===== src/rtl/rft_pkg.sv =====
package rft_pkg;
  // frame type codes, carried in byte 0 of the first payload word
  localparam logic [7:0] TYPE_H2D = 8'h27;
  localparam logic [7:0] TYPE_D2H = 8'h34;
  localparam logic [2:0] FRAME_WORDS = 3'h5;
  localparam logic [2:0] LAST_WORD   = 3'h4;
  // apb register byte offsets
  localparam logic [7:0] OFS_FEAT    = 8'h00;
  localparam logic [7:0] OFS_COUNT   = 8'h04;
  localparam logic [7:0] OFS_LBA_LO  = 8'h08;
  localparam logic [7:0] OFS_LBA_HI  = 8'h0C;
  localparam logic [7:0] OFS_DEVICE  = 8'h10;
  localparam logic [7:0] OFS_CMD     = 8'h14;
  localparam logic [7:0] OFS_CTRL    = 8'h18;
  localparam logic [7:0] OFS_AUX     = 8'h1C;
  localparam logic [7:0] OFS_TLIM    = 8'h20;
  localparam logic [7:0] OFS_PORT    = 8'h24;
  localparam logic [7:0] OFS_STATUS  = 8'h28;
  localparam logic [7:0] OFS_ERROR   = 8'h2C;
  localparam logic [7:0] OFS_XFER    = 8'h30;
  // field positions
  localparam int BIT_BUSY   = 7;
  localparam int BIT_DATA_REQ = 3;
  localparam int BIT_SOFT_RST = 2;
  localparam int BIT_CUPD   = 15;
  localparam int BIT_TLIM_EN  = 8;
  localparam int BIT_D2H_I  = 14;
  // command that may pass while busy
  localparam logic [7:0] CMD_DEV_RESET = 8'h08;
  // reset values
  localparam logic [7:0] STATUS_RST = 8'h00;
  localparam logic [7:0] CTRL_RST   = 8'h00;
  // busy deadline: 400 ns at 50 ns per cycle, rounded down
  localparam int BUSY_LIMIT_NS = 400;
  localparam int CLK_PERIOD_NS = 50;
  localparam int BUSY_LIMIT_CYC = BUSY_LIMIT_NS / CLK_PERIOD_NS;

  // shadow register block
  typedef struct packed {
    logic [15:0] features;
    logic [15:0] count;
    logic [47:0] lba;
    logic [7:0]  device;
    logic [7:0]  command;
    logic [7:0]  control;
    logic [7:0]  status;
    logic [7:0]  error;
  } rft_shadow_t;

  // one word on the link stream
  typedef struct packed {
    logic        valid;
    logic        last;
    logic [31:0] data;
  } rft_word_t;

  typedef enum logic [1:0] {
    ST_IDLE = 2'b00,
    ST_SEND = 2'b01,
    ST_WAIT = 2'b10
  } rft_state_t;
endpackage


===== src/rtl/rft_register_fis_transport.sv =====
// Added by the designer: the APB interface to the registers and the address map.
`timescale 1ns/1ns
`default_nettype none
// Function
// - host-to-device frame uses type 27h and is five words long
// - type code sits in byte 0 of the first word
// - fifth word carries the 32-bit auxiliary parameter
// - command-update bit is one for command writes, zero for control writes
// - never send command-update together with soft reset
// - all reserved bits are sent as zero
// - reserved fields of received frames are ignored
// - multiplier port field holds the destination port address
// - shadow registers are copied into their fixed byte positions
// - time-limit byte sent only when enabled, otherwise zero
// - frame on every accepted command write; control write only when value changes; code launches neither unless the sequencer is idle
// - busy set within 400 ns of a command write; code sets it a cycle later, but not for a write during a frame in flight
// - busy set on soft reset rising edge; other control writes leave it
// - busy not raised for control writes without soft reset rising
// - command writes ignored while busy or data-request, except device reset
// - device-to-host frame type 34h, five words, reserved upper bytes
// - valid received frame is copied into the shadow block
// - frame arriving with busy and data-request clear is discarded
module rft_register_fis_transport (
  // clock and reset
  input  wire logic              ref_clk,
  input  wire logic              sys_rst,
  // apb slave
  input  wire logic              psel,
  input  wire logic              penable,
  input  wire logic              pwrite,
  input  wire logic [7:0]        paddr,
  input  wire logic [31:0]       pwdata,
  output logic      [31:0]       prdata,
  output logic                   pready,
  output logic                   pslverr,
  // transmit stream to link layer
  output rft_pkg::rft_word_t     txWord,
  input  wire logic              txReady,
  input  wire logic              txDone,
  input  wire logic              txError,
  // receive stream from link layer
  input  wire rft_pkg::rft_word_t rxWord,
  input  wire logic              rxGood,
  // status out
  output logic                   busyFlag
);
  ////////////////////////////////////////////////////////////////////////////////
  // registers
  rft_pkg::rft_shadow_t shadow_reg;
  logic [31:0]          aux_reg;
  logic [8:0]           timeLim_reg;
  logic [3:0]           port_reg;
  logic [1:0]           xfer_reg;
  rft_pkg::rft_state_t  state_reg;
  logic [2:0]           word_reg;
  logic                 cupd_reg;
  logic [31:0]          frame_reg [0:4];
  logic [31:0]          rx_reg [0:3];
  logic [2:0]           rxIdx_reg;
  logic                 rxKeep_reg;

  ////////////////////////////////////////////////////////////////////////////////
  // bus decode
  wire wrEn   = psel && penable && pwrite;
  wire active = shadow_reg.status[rft_pkg::BIT_BUSY] ||
                shadow_reg.status[rft_pkg::BIT_DATA_REQ];
  wire cmdWr  = wrEn && paddr == rft_pkg::OFS_CMD;
  wire cmdOk  = cmdWr && (!active || pwdata[7:0] == rft_pkg::CMD_DEV_RESET);
  wire ctrlWr = wrEn && paddr == rft_pkg::OFS_CTRL;
  wire ctrlChg = ctrlWr && pwdata[7:0] != shadow_reg.control;
  wire softRstRise = ctrlWr && pwdata[rft_pkg::BIT_SOFT_RST] &&
                     !shadow_reg.control[rft_pkg::BIT_SOFT_RST];
  wire idle   = state_reg == rft_pkg::ST_IDLE;
  wire launch = idle && (cmdOk || ctrlChg);
  wire mapped = paddr <= rft_pkg::OFS_XFER && paddr[1:0] == 2'b00;
  assign pready  = 1'b1;
  assign pslverr = psel && penable && !mapped;
  assign busyFlag = shadow_reg.status[rft_pkg::BIT_BUSY];

  // read mux
  always_comb begin
    prdata = 32'h0000_0000;
    case (paddr)
      rft_pkg::OFS_FEAT:   prdata = {16'h0000, shadow_reg.features};
      rft_pkg::OFS_COUNT:  prdata = {16'h0000, shadow_reg.count};
      rft_pkg::OFS_LBA_LO: prdata = {8'h00, shadow_reg.lba[23:0]};
      rft_pkg::OFS_LBA_HI: prdata = {8'h00, shadow_reg.lba[47:24]};
      rft_pkg::OFS_DEVICE: prdata = {24'h0000_00, shadow_reg.device};
      rft_pkg::OFS_CMD:    prdata = {24'h0000_00, shadow_reg.command};
      rft_pkg::OFS_CTRL:   prdata = {24'h0000_00, shadow_reg.control};
      rft_pkg::OFS_AUX:    prdata = aux_reg;
      rft_pkg::OFS_TLIM:   prdata = {23'h00_0000, timeLim_reg};
      rft_pkg::OFS_PORT:   prdata = {28'h000_0000, port_reg};
      rft_pkg::OFS_STATUS: prdata = {24'h0000_00, shadow_reg.status};
      rft_pkg::OFS_ERROR:  prdata = {24'h0000_00, shadow_reg.error};
      rft_pkg::OFS_XFER:   prdata = {30'h0000_0000, xfer_reg};
      default:             prdata = 32'h0000_0000;
    endcase
  end

  ////////////////////////////////////////////////////////////////////////////////
  // frame assembly from shadow contents at launch time
  wire        cmdFrame = cmdOk;
  wire [7:0]  cmdByte  = cmdOk ? pwdata[7:0] : shadow_reg.command;
  wire [7:0]  ctlByte  = ctrlChg ? pwdata[7:0] : shadow_reg.control;
  // command-update never paired with soft reset
  wire [7:0]  ctlSent  = cmdFrame ? (ctlByte & ~(8'h01 << rft_pkg::BIT_SOFT_RST)) : ctlByte;
  wire [7:0]  tlimByte = timeLim_reg[rft_pkg::BIT_TLIM_EN] ? timeLim_reg[7:0] : 8'h00;
  wire [31:0] w0 = {shadow_reg.features[7:0], cmdByte, cmdFrame, 3'b000, port_reg,
                    rft_pkg::TYPE_H2D};
  wire [31:0] w1 = {shadow_reg.device, shadow_reg.lba[23:0]};
  wire [31:0] w2 = {shadow_reg.features[15:8], shadow_reg.lba[47:24]};
  wire [31:0] w3 = {ctlSent, tlimByte, shadow_reg.count};

  // transmit word select
  assign txWord.valid = state_reg == rft_pkg::ST_SEND;
  assign txWord.last  = word_reg == rft_pkg::LAST_WORD;
  assign txWord.data  = frame_reg[word_reg];

  ////////////////////////////////////////////////////////////////////////////////
  // transmit sequencer
  always_ff @(posedge ref_clk) begin
    if (sys_rst) begin
      state_reg <= rft_pkg::ST_IDLE;
      word_reg  <= 3'h0;
      cupd_reg  <= 1'b0;
      for (int i = 0; i < 5; i++) frame_reg[i] <= 32'h0000_0000;
    end else begin
      case (state_reg)
        rft_pkg::ST_IDLE: if (launch) begin
          frame_reg[0] <= w0;
          frame_reg[1] <= w1;
          frame_reg[2] <= w2;
          frame_reg[3] <= w3;
          frame_reg[4] <= aux_reg;
          cupd_reg     <= cmdFrame;
          word_reg     <= 3'h0;
          state_reg    <= rft_pkg::ST_SEND;
        end
        rft_pkg::ST_SEND: if (txReady) begin
          if (txWord.last) state_reg <= rft_pkg::ST_WAIT;
          else word_reg <= word_reg + 3'h1;
        end
        rft_pkg::ST_WAIT: if (txDone || txError) state_reg <= rft_pkg::ST_IDLE;
        default: state_reg <= rft_pkg::ST_IDLE;
      endcase
    end
  end

  ////////////////////////////////////////////////////////////////////////////////
  // receive capture; first four words stored whole, fifth word not kept, reserved bytes dropped at shadow load
  wire rxTake = rxWord.valid;
  wire rxHdr  = rxTake && rxIdx_reg == 3'h0;
  wire rxEnd  = rxTake && rxWord.last;
  wire rxOk   = rxEnd && rxKeep_reg && rxIdx_reg == rft_pkg::LAST_WORD && rxGood;
  wire rxApply = rxOk && active;

  always_ff @(posedge ref_clk) begin
    if (sys_rst) begin
      rxIdx_reg  <= 3'h0;
      rxKeep_reg <= 1'b0;
      for (int i = 0; i < 4; i++) rx_reg[i] <= 32'h0000_0000;
    end else if (rxTake) begin
      if (rxHdr) rxKeep_reg <= rxWord.data[7:0] == rft_pkg::TYPE_D2H;
      if (rxIdx_reg < rft_pkg::LAST_WORD) rx_reg[rxIdx_reg[1:0]] <= rxWord.data;
      rxIdx_reg <= rxEnd ? 3'h0 : rxIdx_reg + 3'h1;
    end
  end

  ////////////////////////////////////////////////////////////////////////////////
  // shadow block: software writes, busy set, received frame load
  always_ff @(posedge ref_clk) begin
    if (sys_rst) begin
      shadow_reg <= '0;
      aux_reg    <= 32'h0000_0000;
      timeLim_reg <= 9'h000;
      port_reg   <= 4'h0;
      xfer_reg   <= 2'b00;
    end else begin
      if (wrEn && paddr == rft_pkg::OFS_FEAT)   shadow_reg.features <= pwdata[15:0];
      if (wrEn && paddr == rft_pkg::OFS_COUNT)  shadow_reg.count <= pwdata[15:0];
      if (wrEn && paddr == rft_pkg::OFS_LBA_LO) shadow_reg.lba[23:0] <= pwdata[23:0];
      if (wrEn && paddr == rft_pkg::OFS_LBA_HI) shadow_reg.lba[47:24] <= pwdata[23:0];
      if (wrEn && paddr == rft_pkg::OFS_DEVICE) shadow_reg.device <= pwdata[7:0];
      if (wrEn && paddr == rft_pkg::OFS_AUX)    aux_reg <= pwdata;
      if (wrEn && paddr == rft_pkg::OFS_TLIM)   timeLim_reg <= pwdata[8:0];
      if (wrEn && paddr == rft_pkg::OFS_PORT)   port_reg <= pwdata[3:0];
      if (cmdOk && idle) shadow_reg.command <= pwdata[7:0];
      if (ctrlWr) shadow_reg.control <= pwdata[7:0];
      // received values copied; reserved bytes dropped
      if (rxApply) begin
        shadow_reg.status <= rx_reg[0][23:16];
        shadow_reg.error  <= rx_reg[0][31:24];
        shadow_reg.device <= rx_reg[1][31:24];
        shadow_reg.lba    <= {rx_reg[2][23:0], rx_reg[1][23:0]};
        shadow_reg.count  <= rx_reg[3][15:0];
      end
      // busy set wins over a received frame in the same cycle
      if ((cmdOk && idle) || softRstRise)
        shadow_reg.status[rft_pkg::BIT_BUSY] <= 1'b1;
      // outcome of the last frame sent: bit0 finished (done or error), bit1 error
      if (state_reg == rft_pkg::ST_WAIT && (txDone || txError))
        xfer_reg <= {txError, 1'b1};
      else if (launch)
        xfer_reg <= 2'b00;
    end
  end
endmodule
`default_nettype wire


===== config.mk =====
export PLATFORM = sky130hd
export DESIGN_NAME = rft_register_fis_transport
export DESIGN_NICKNAME = d
export VERILOG_FILES = /design/src/rtl/rft_pkg.sv /design/src/rtl/rft_register_fis_transport.sv
export SDC_FILE = /design/constraint.sdc
export NUM_CORES = 1
export LEC_CHECK = 0
export BUFFER_PORTS_ARGS = -buffer_cell sky130_fd_sc_hd__buf_2
export CORE_AREA = 5 5 205 207
export CTS_BUF_LIST = sky130_fd_sc_hd__clkbuf_8
export CTS_CLUSTER_SIZE = 16
export DETAILED_ROUTE_END_ITERATION = 10
export DIE_AREA = 0 0 210 212
export PLACE_DENSITY = 0.76
export SYNTH_ARGS = -nofsm -noshare
export SYNTH_HDL_FRONTEND = slang
export SYNTH_SLANG_ARGS = --single-unit

===== constraint.sdc =====
create_clock -name ref_clk -period 22.7 [get_ports ref_clk]
set_input_delay 4.54 -clock ref_clk [delete_from_list [all_inputs] [get_ports ref_clk]]
set_output_delay 4.54 -clock ref_clk [all_outputs]
set_load 0.02 [all_outputs]

==> flow_summary_export.csv, run 1 <==
group,metric,value,unit
status,status,"complete, no violations",
die,start_util,0.490,
synthesis,synth_compound_area_frac,0.162,
timing,rsz0062_at_grt,"false",
drt,num_vias,15800,
drt,vias_per_cell,6.15,
synthesis,ys.flop_type,"edfxtp_1",
global_route,antenna_found_initial,6,
place,place_ws,10980,ps
synthesis,syn_area,0.0197,mm^2
drt,drc,0,
setup_path,crit_path_start_kind,"input port",
synthesis,synth-edff-count,238,
setup_path,crit_fanout,22,
synthesis,synthAdderAreaFrac,0.00254,
final_layout,largest_reg_flops,150,
clock_network,clock-sinks,417,
timing,relSlewSlack,0.258,
timing,fmax,84.9,MHz
synthesis,ys_seq_area_frac,0.545,
die,core_area,0.0402,mm^2
synthesis,synth-xor-area-share,0.00356,
die,dieArea,0.0445,mm^2
final_layout,layout_commonest_cell,"nand2_1",
clock_network,cts_buffers,69,
timing,layout_setup_ws,10920,ps
global_route,grt_max_degree,147,
pwr,power_density,68.6,mW/mm^2
clock_network,clkTransAtPathRegs,60,ps
synthesis,yosysWarnings,0,
timing,worstMarginPinSlew,1110,ps
drt,drt_iter0_markers,2209,
final_layout,utilization,0.548,
setup_path,arrival,7240,ps
synthesis,synth_top_family_by_area,"compound AO/OA/AOI/OAI gates",
pwr,ir_drop,0.0475,mV
clock_network,clk_path_buf_depth,3,
setup_path,required,18160,ps
drt,firstDrtPassIters,8,
die,fp-row-count,74,
synthesis,synth-seq-cells,417,
synthesis,avgSynthCellArea,10.3,um^2
synthesis,syn-num-nets,1993,
timing,post-route-period-util,0.519,
clock_network,worstSkewPairLatency,630,ps
synthesis,async_flop_share,0,
place,gp_congestion,0.941,
clock_network,htreeDepth,3,
setup_path,crit_path_end_kind,"output pin",
synthesis,synth-simple-area-share,0.161,
timing,hold_viol,0,
global_route,grt_pass1_vias,15200,
synthesis,synthCells,1906,
global_route,grt_overflow,0,
clock_network,post_cts_buffers,0,
drt,wl_per_cell,26.1,um
flow_run,cap_viol_max_count,0,
timing,min_period,11780,ps
place,dp_hpwl,47.5,mm
timing,slew_violations,0,
global_route,grt.total_usage,0.296,
clock_network,clockRootBuffer,"clkbuf_8",
place,io_buffer_count,150,
clock_network,postCtsHoldBufs,0,
clock_network,cts_tree,"built",
die,io_pins,152,
timing,setup_viol,0,
final_layout,drive_above_1_share,0.205,
clock_network,cts_resized,0,
die,die_w,210,um
hold_path,min_path_type,"flop to flop",
drt,finalWirelength,67.3,mm
final_layout,register_area,0.0107,mm^2
timing,clock_skew,39.9,ps
final_layout,area.growth.synth_to_final,11.9,%
pwr,p_leak,7.65,nW
timing,fin_setup_tns,0,ps
synthesis,ys_types,72,
die,fp.dieH,212,um
final_layout,nets,2073,
drt,ant_nets,0,
global_route,grt_pass1_wl,98.8,mm
final_layout,final_cell_mix,"361 x nand2_1, 238 x edfxtp_1, 178 x dfxtp_1",
setup_path,crit_type,"input port to output pin",
final_layout,fill_cells,3559,
synthesis,synthMuxAreaShare,0.0723,
final_layout,multi_input_area,0.00800,mm^2
-- cells by family after synthesis --
logic type,after synthesis
mux,105
xor+xnor,8
other cells,1
compound gates,436
flops,417
fa+ha+maj,4
simple gates,678
buf+inv,257
-- area by class of cell --
class / instances / share of cell area
diodes: 1 / 0.000114
inverters: 81 / 0.0138
multi-input cells: 1232 / 0.364
flip-flops and latches: 417 / 0.487
clock buffers: 78 / 0.0488
well taps: 532 / 0.0302
clock inverters: 49 / 0.00938
repair buffers: 185 / 0.0467
-- worst max-delay path, cell delays in order --
cell,delay [ps]
buf_2,460
nand4bb_1,780
nor2_1,910
a222oi_1,160
o21ai_0,170
buf_2,210
-- cells in the mapped netlist (all sizes together), types with 6 or more instances --
master	instances	share of area
o22ai	19	0.0060
a311oi	52	0.023
or2	9	0.0029
inv	81	0.015
edfxtp	238	0.36
nand4	9	0.0029
a2111oi	10	0.0070
o21ai	21	0.0055
a32oi	6	0.0027
nand2	364	0.069
a21oi	163	0.041
buf	47	0.013
and3	26	0.0083
clkbuf	129	0.025
a22oi	28	0.011
xnor2	8	0.0036
mux2i	43	0.022
dfxtp	179	0.18
nor3	74	0.021
nand3	23	0.0059
a222oi	8	0.0041
a21boi	7	0.0027
a211oi	81	0.041
and2	74	0.024
mux2	36	0.021
nor2	66	0.013
mux4	26	0.030
-- power by group --
| group | leakage (nW) | internal (W) | switching [W] | total, W |
|---|---|---|---|---|
| sequential | 3.91 | 0.000816 | 0.00000621 | 0.000822 |
| combinational | 2.96 | 0.0000193 | 0.0000541 | 0.0000734 |
| clock | 0.794 | 0.000315 | 0.000299 | 0.000614 |
-- metrics by stage --
stage / hold slack, ps / power (W) / area [um^2] / instances
final: 458 / 0.00151 / 22000 / 2575
after CTS: 457 / 0.00152 / 22000 / 2574
after detailed placement: 449 / 0.000910 / 20700 / 2447
after global placement: 442 / 0.000908 / 20700 / 2447
after floorplan: 432 / 0.000880 / 19700 / 1906
after global routing: 477 / 0.00156 / 22000 / 2574
-- per-layer routing --
| layer | up-vias | routed length [um] | global-route usage |
|---|---|---|---|
| li1 | 7099 | - | - |
| met1 | 7672 | 28200 | 0.424 |
| met2 | 919 | 29200 | 0.437 |
| met3 | 133 | 7530 | 0.0829 |
| met4 | 4 | 2260 | 0.103 |
| met5 | - | 71 | 0 |
-- worst paths after layout --
path	startpoint	to	slack [ps]	cells after the start
max	paddr[2]	prdata[10]	10920	6
min	aux_reg[3]$_SDFFE_PP0P_	aux_reg[3]$_SDFFE_PP0P_	460	2
max reg2reg	busyFlag$_SDFFE_PP0P_	frame_reg[3][9]$_SDFFCE_PP0P_	18340	5
min reg2reg	aux_reg[3]$_SDFFE_PP0P_	aux_reg[3]$_SDFFE_PP0P_	460	2
Note: power is estimated with default switching activity, not from simulation.
==> inputs of run 2 (changes only) <==
- PLACE_DENSITY: 0.76 -> 0.78
- clock period: 22.7 -> 10.4 ns (I/O delays scaled with it)
==> run 2 against run 1 <==
Net effect:
- register-to-register slack got worse by 12000 ps
- setup slack got worse by 7200 ps
- die area unchanged
- non-clock buffer count decreased by 2
- clock power increased by 140%
==> flow_summary_export.csv, run 2 (same netlist as run 1, synthesis figures left out) <==
group,metric,value,unit
drt,ant_nets,0,
global_route,grt_pass1_vias,14900,
global_route,antenna_found_initial,1,
final_layout,nets,2073,
setup_path,rr_worst_depth,6,
drt,firstDrtPassIters,6,
timing,worstMarginPinSlew,1130,ps
final_layout,fill_cells,3446,
timing,relSlewSlack,0.249,
clock_network,clockRootBuffer,"clkbuf_8",
global_route,grt_pass1_wl,97.5,mm
clock_network,postCtsHoldBufs,0,
final_layout,final_cell_mix,"361 x nand2_1, 238 x edfxtp_1, 178 x dfxtp_1",
die,start_util,0.490,
place,io_buffer_count,150,
final_layout,num_antenna_cells,0,
setup_path,crit_fanout,20,
drt,drt_iter0_markers,2037,
hold_path,holdPathStages,2,
timing,rsz0062_at_grt,"false",
drt,wl_per_cell,25.8,um
clock_network,post_cts_buffers,0,
clock_network,cts_tree,"built",
final_layout,drive_above_1_share,0.209,
die,core_area,0.0402,mm^2
clock_network,clock-sinks,417,
timing,min_period,6680,ps
final_layout,multi_input_area,0.00802,mm^2
setup_path,crit_path_end_kind,"output pin",
drt,num_vias,15700,
pwr,ir_drop,0.118,mV
status,status,"complete, no violations",
die,io_pins,152,
setup_path,crit_path_start_kind,"input port",
place,gp_congestion,1.05,
place,dp_hpwl,47.1,mm
pwr,power_density,154,mW/mm^2
timing,fin_setup_tns,0,ps
final_layout,largest_reg_flops,150,
drt,drc,0,
setup_path,crit_type,"input port to output pin",
timing,slew_violations,0,
setup_path,arrival,4600,ps
final_layout,area.growth.synth_to_final,12.5,%
clock_network,cts_buffers,71,
global_route,grt_max_degree,93,
die,die_w,210,um
setup_path,required,8320,ps
clock_network,clkTransAtPathRegs,60,ps
flow_run,cap_viol_max_count,0,
global_route,grt_overflow,0,
drt,vias_per_cell,6.11,
timing,worst_hold_slack,458,ps
final_layout,layout_commonest_cell,"nand2_1",
pwr,p_leak,7.66,nW
die,fp-row-count,74,
clock_network,htreeDepth,3,
global_route,grt.total_usage,0.292,
timing,hold_viol,0,
clock_network,clk_path_buf_depth,3,
timing,clock_skew,33.2,ps
die,dieArea,0.0445,mm^2
timing,fmax,150,MHz
timing,post-route-period-util,0.643,
die,fp.dieH,212,um
drt,finalWirelength,66.5,mm
clock_network,cts_resized,0,
timing,setup_viol,0,
clock_network,worstSkewPairLatency,640,ps
hold_path,min_path_type,"flop to flop",
final_layout,register_area,0.0107,mm^2
==> run 2: per-layer routing <==
metal,vias to the layer above,part of all wire,global-route usage
li1,7096,-,-
met1,7620,0.43,0.434
met2,890,0.44,0.428
met3,129,0.10,0.0596
met4,2,0.033,0.103
met5,-,0.00020,0
==> run 2: final cells by class <==
cell class | instances | share of cell area
multi-input cells | 1232 | 0.363
repair buffers | 183 | 0.0452
flip-flops and latches | 417 | 0.485
clock buffers | 83 | 0.0516
inverters | 81 | 0.0137
well taps | 532 | 0.0301
clock inverters | 48 | 0.0114
==> run 2: where the power goes <==
group | switching (W) | total (W) | internal, W
Combinational | 0.000117 | 0.000159 | 0.0000420
Sequential | 0.0000137 | 0.00179 | 0.00178
Clock | 0.000668 | 0.00145 | 0.000777
==> run 2: worst paths after layout <==
| kind | to | from | slack [ps] |
|---|---|---|---|
| setup / recovery | prdata[22] | paddr[4] | 3720 |
| hold / removal | shadow_reg[104]$_SDFFE_PP0P_ | shadow_reg[104]$_SDFFE_PP0P_ | 460 |
| setup reg to reg | frame_reg[0][17]$_SDFFCE_PP0P_ | shadow_reg[22]$_SDFFE_PP0N_ | 6480 |
| hold reg to reg | shadow_reg[104]$_SDFFE_PP0P_ | shadow_reg[104]$_SDFFE_PP0P_ | 460 |
==> run 2: per-stage QoR <==
stage	power (W)	instances	util	worst slack [ps]	area (um^2)
2_1_floorplan	0.00192	1906	-	1570	19700
3_3_place_gp	0.00198	2445	0.516	3760	20700
3_5_place_dp	0.00199	2445	0.516	3780	20700
4_1_cts	0.00342	2576	0.551	3750	22100
5_1_grt	0.00350	2576	0.551	3680	22100
6_report	0.00340	2576	0.551	3720	22100
==> run 2: critical path: stages <==
cell	delay [ps]
buf_2	380
or4b_4	670
nor2_2	840
a222oi_1	330
inv_1	110
buf_2	170
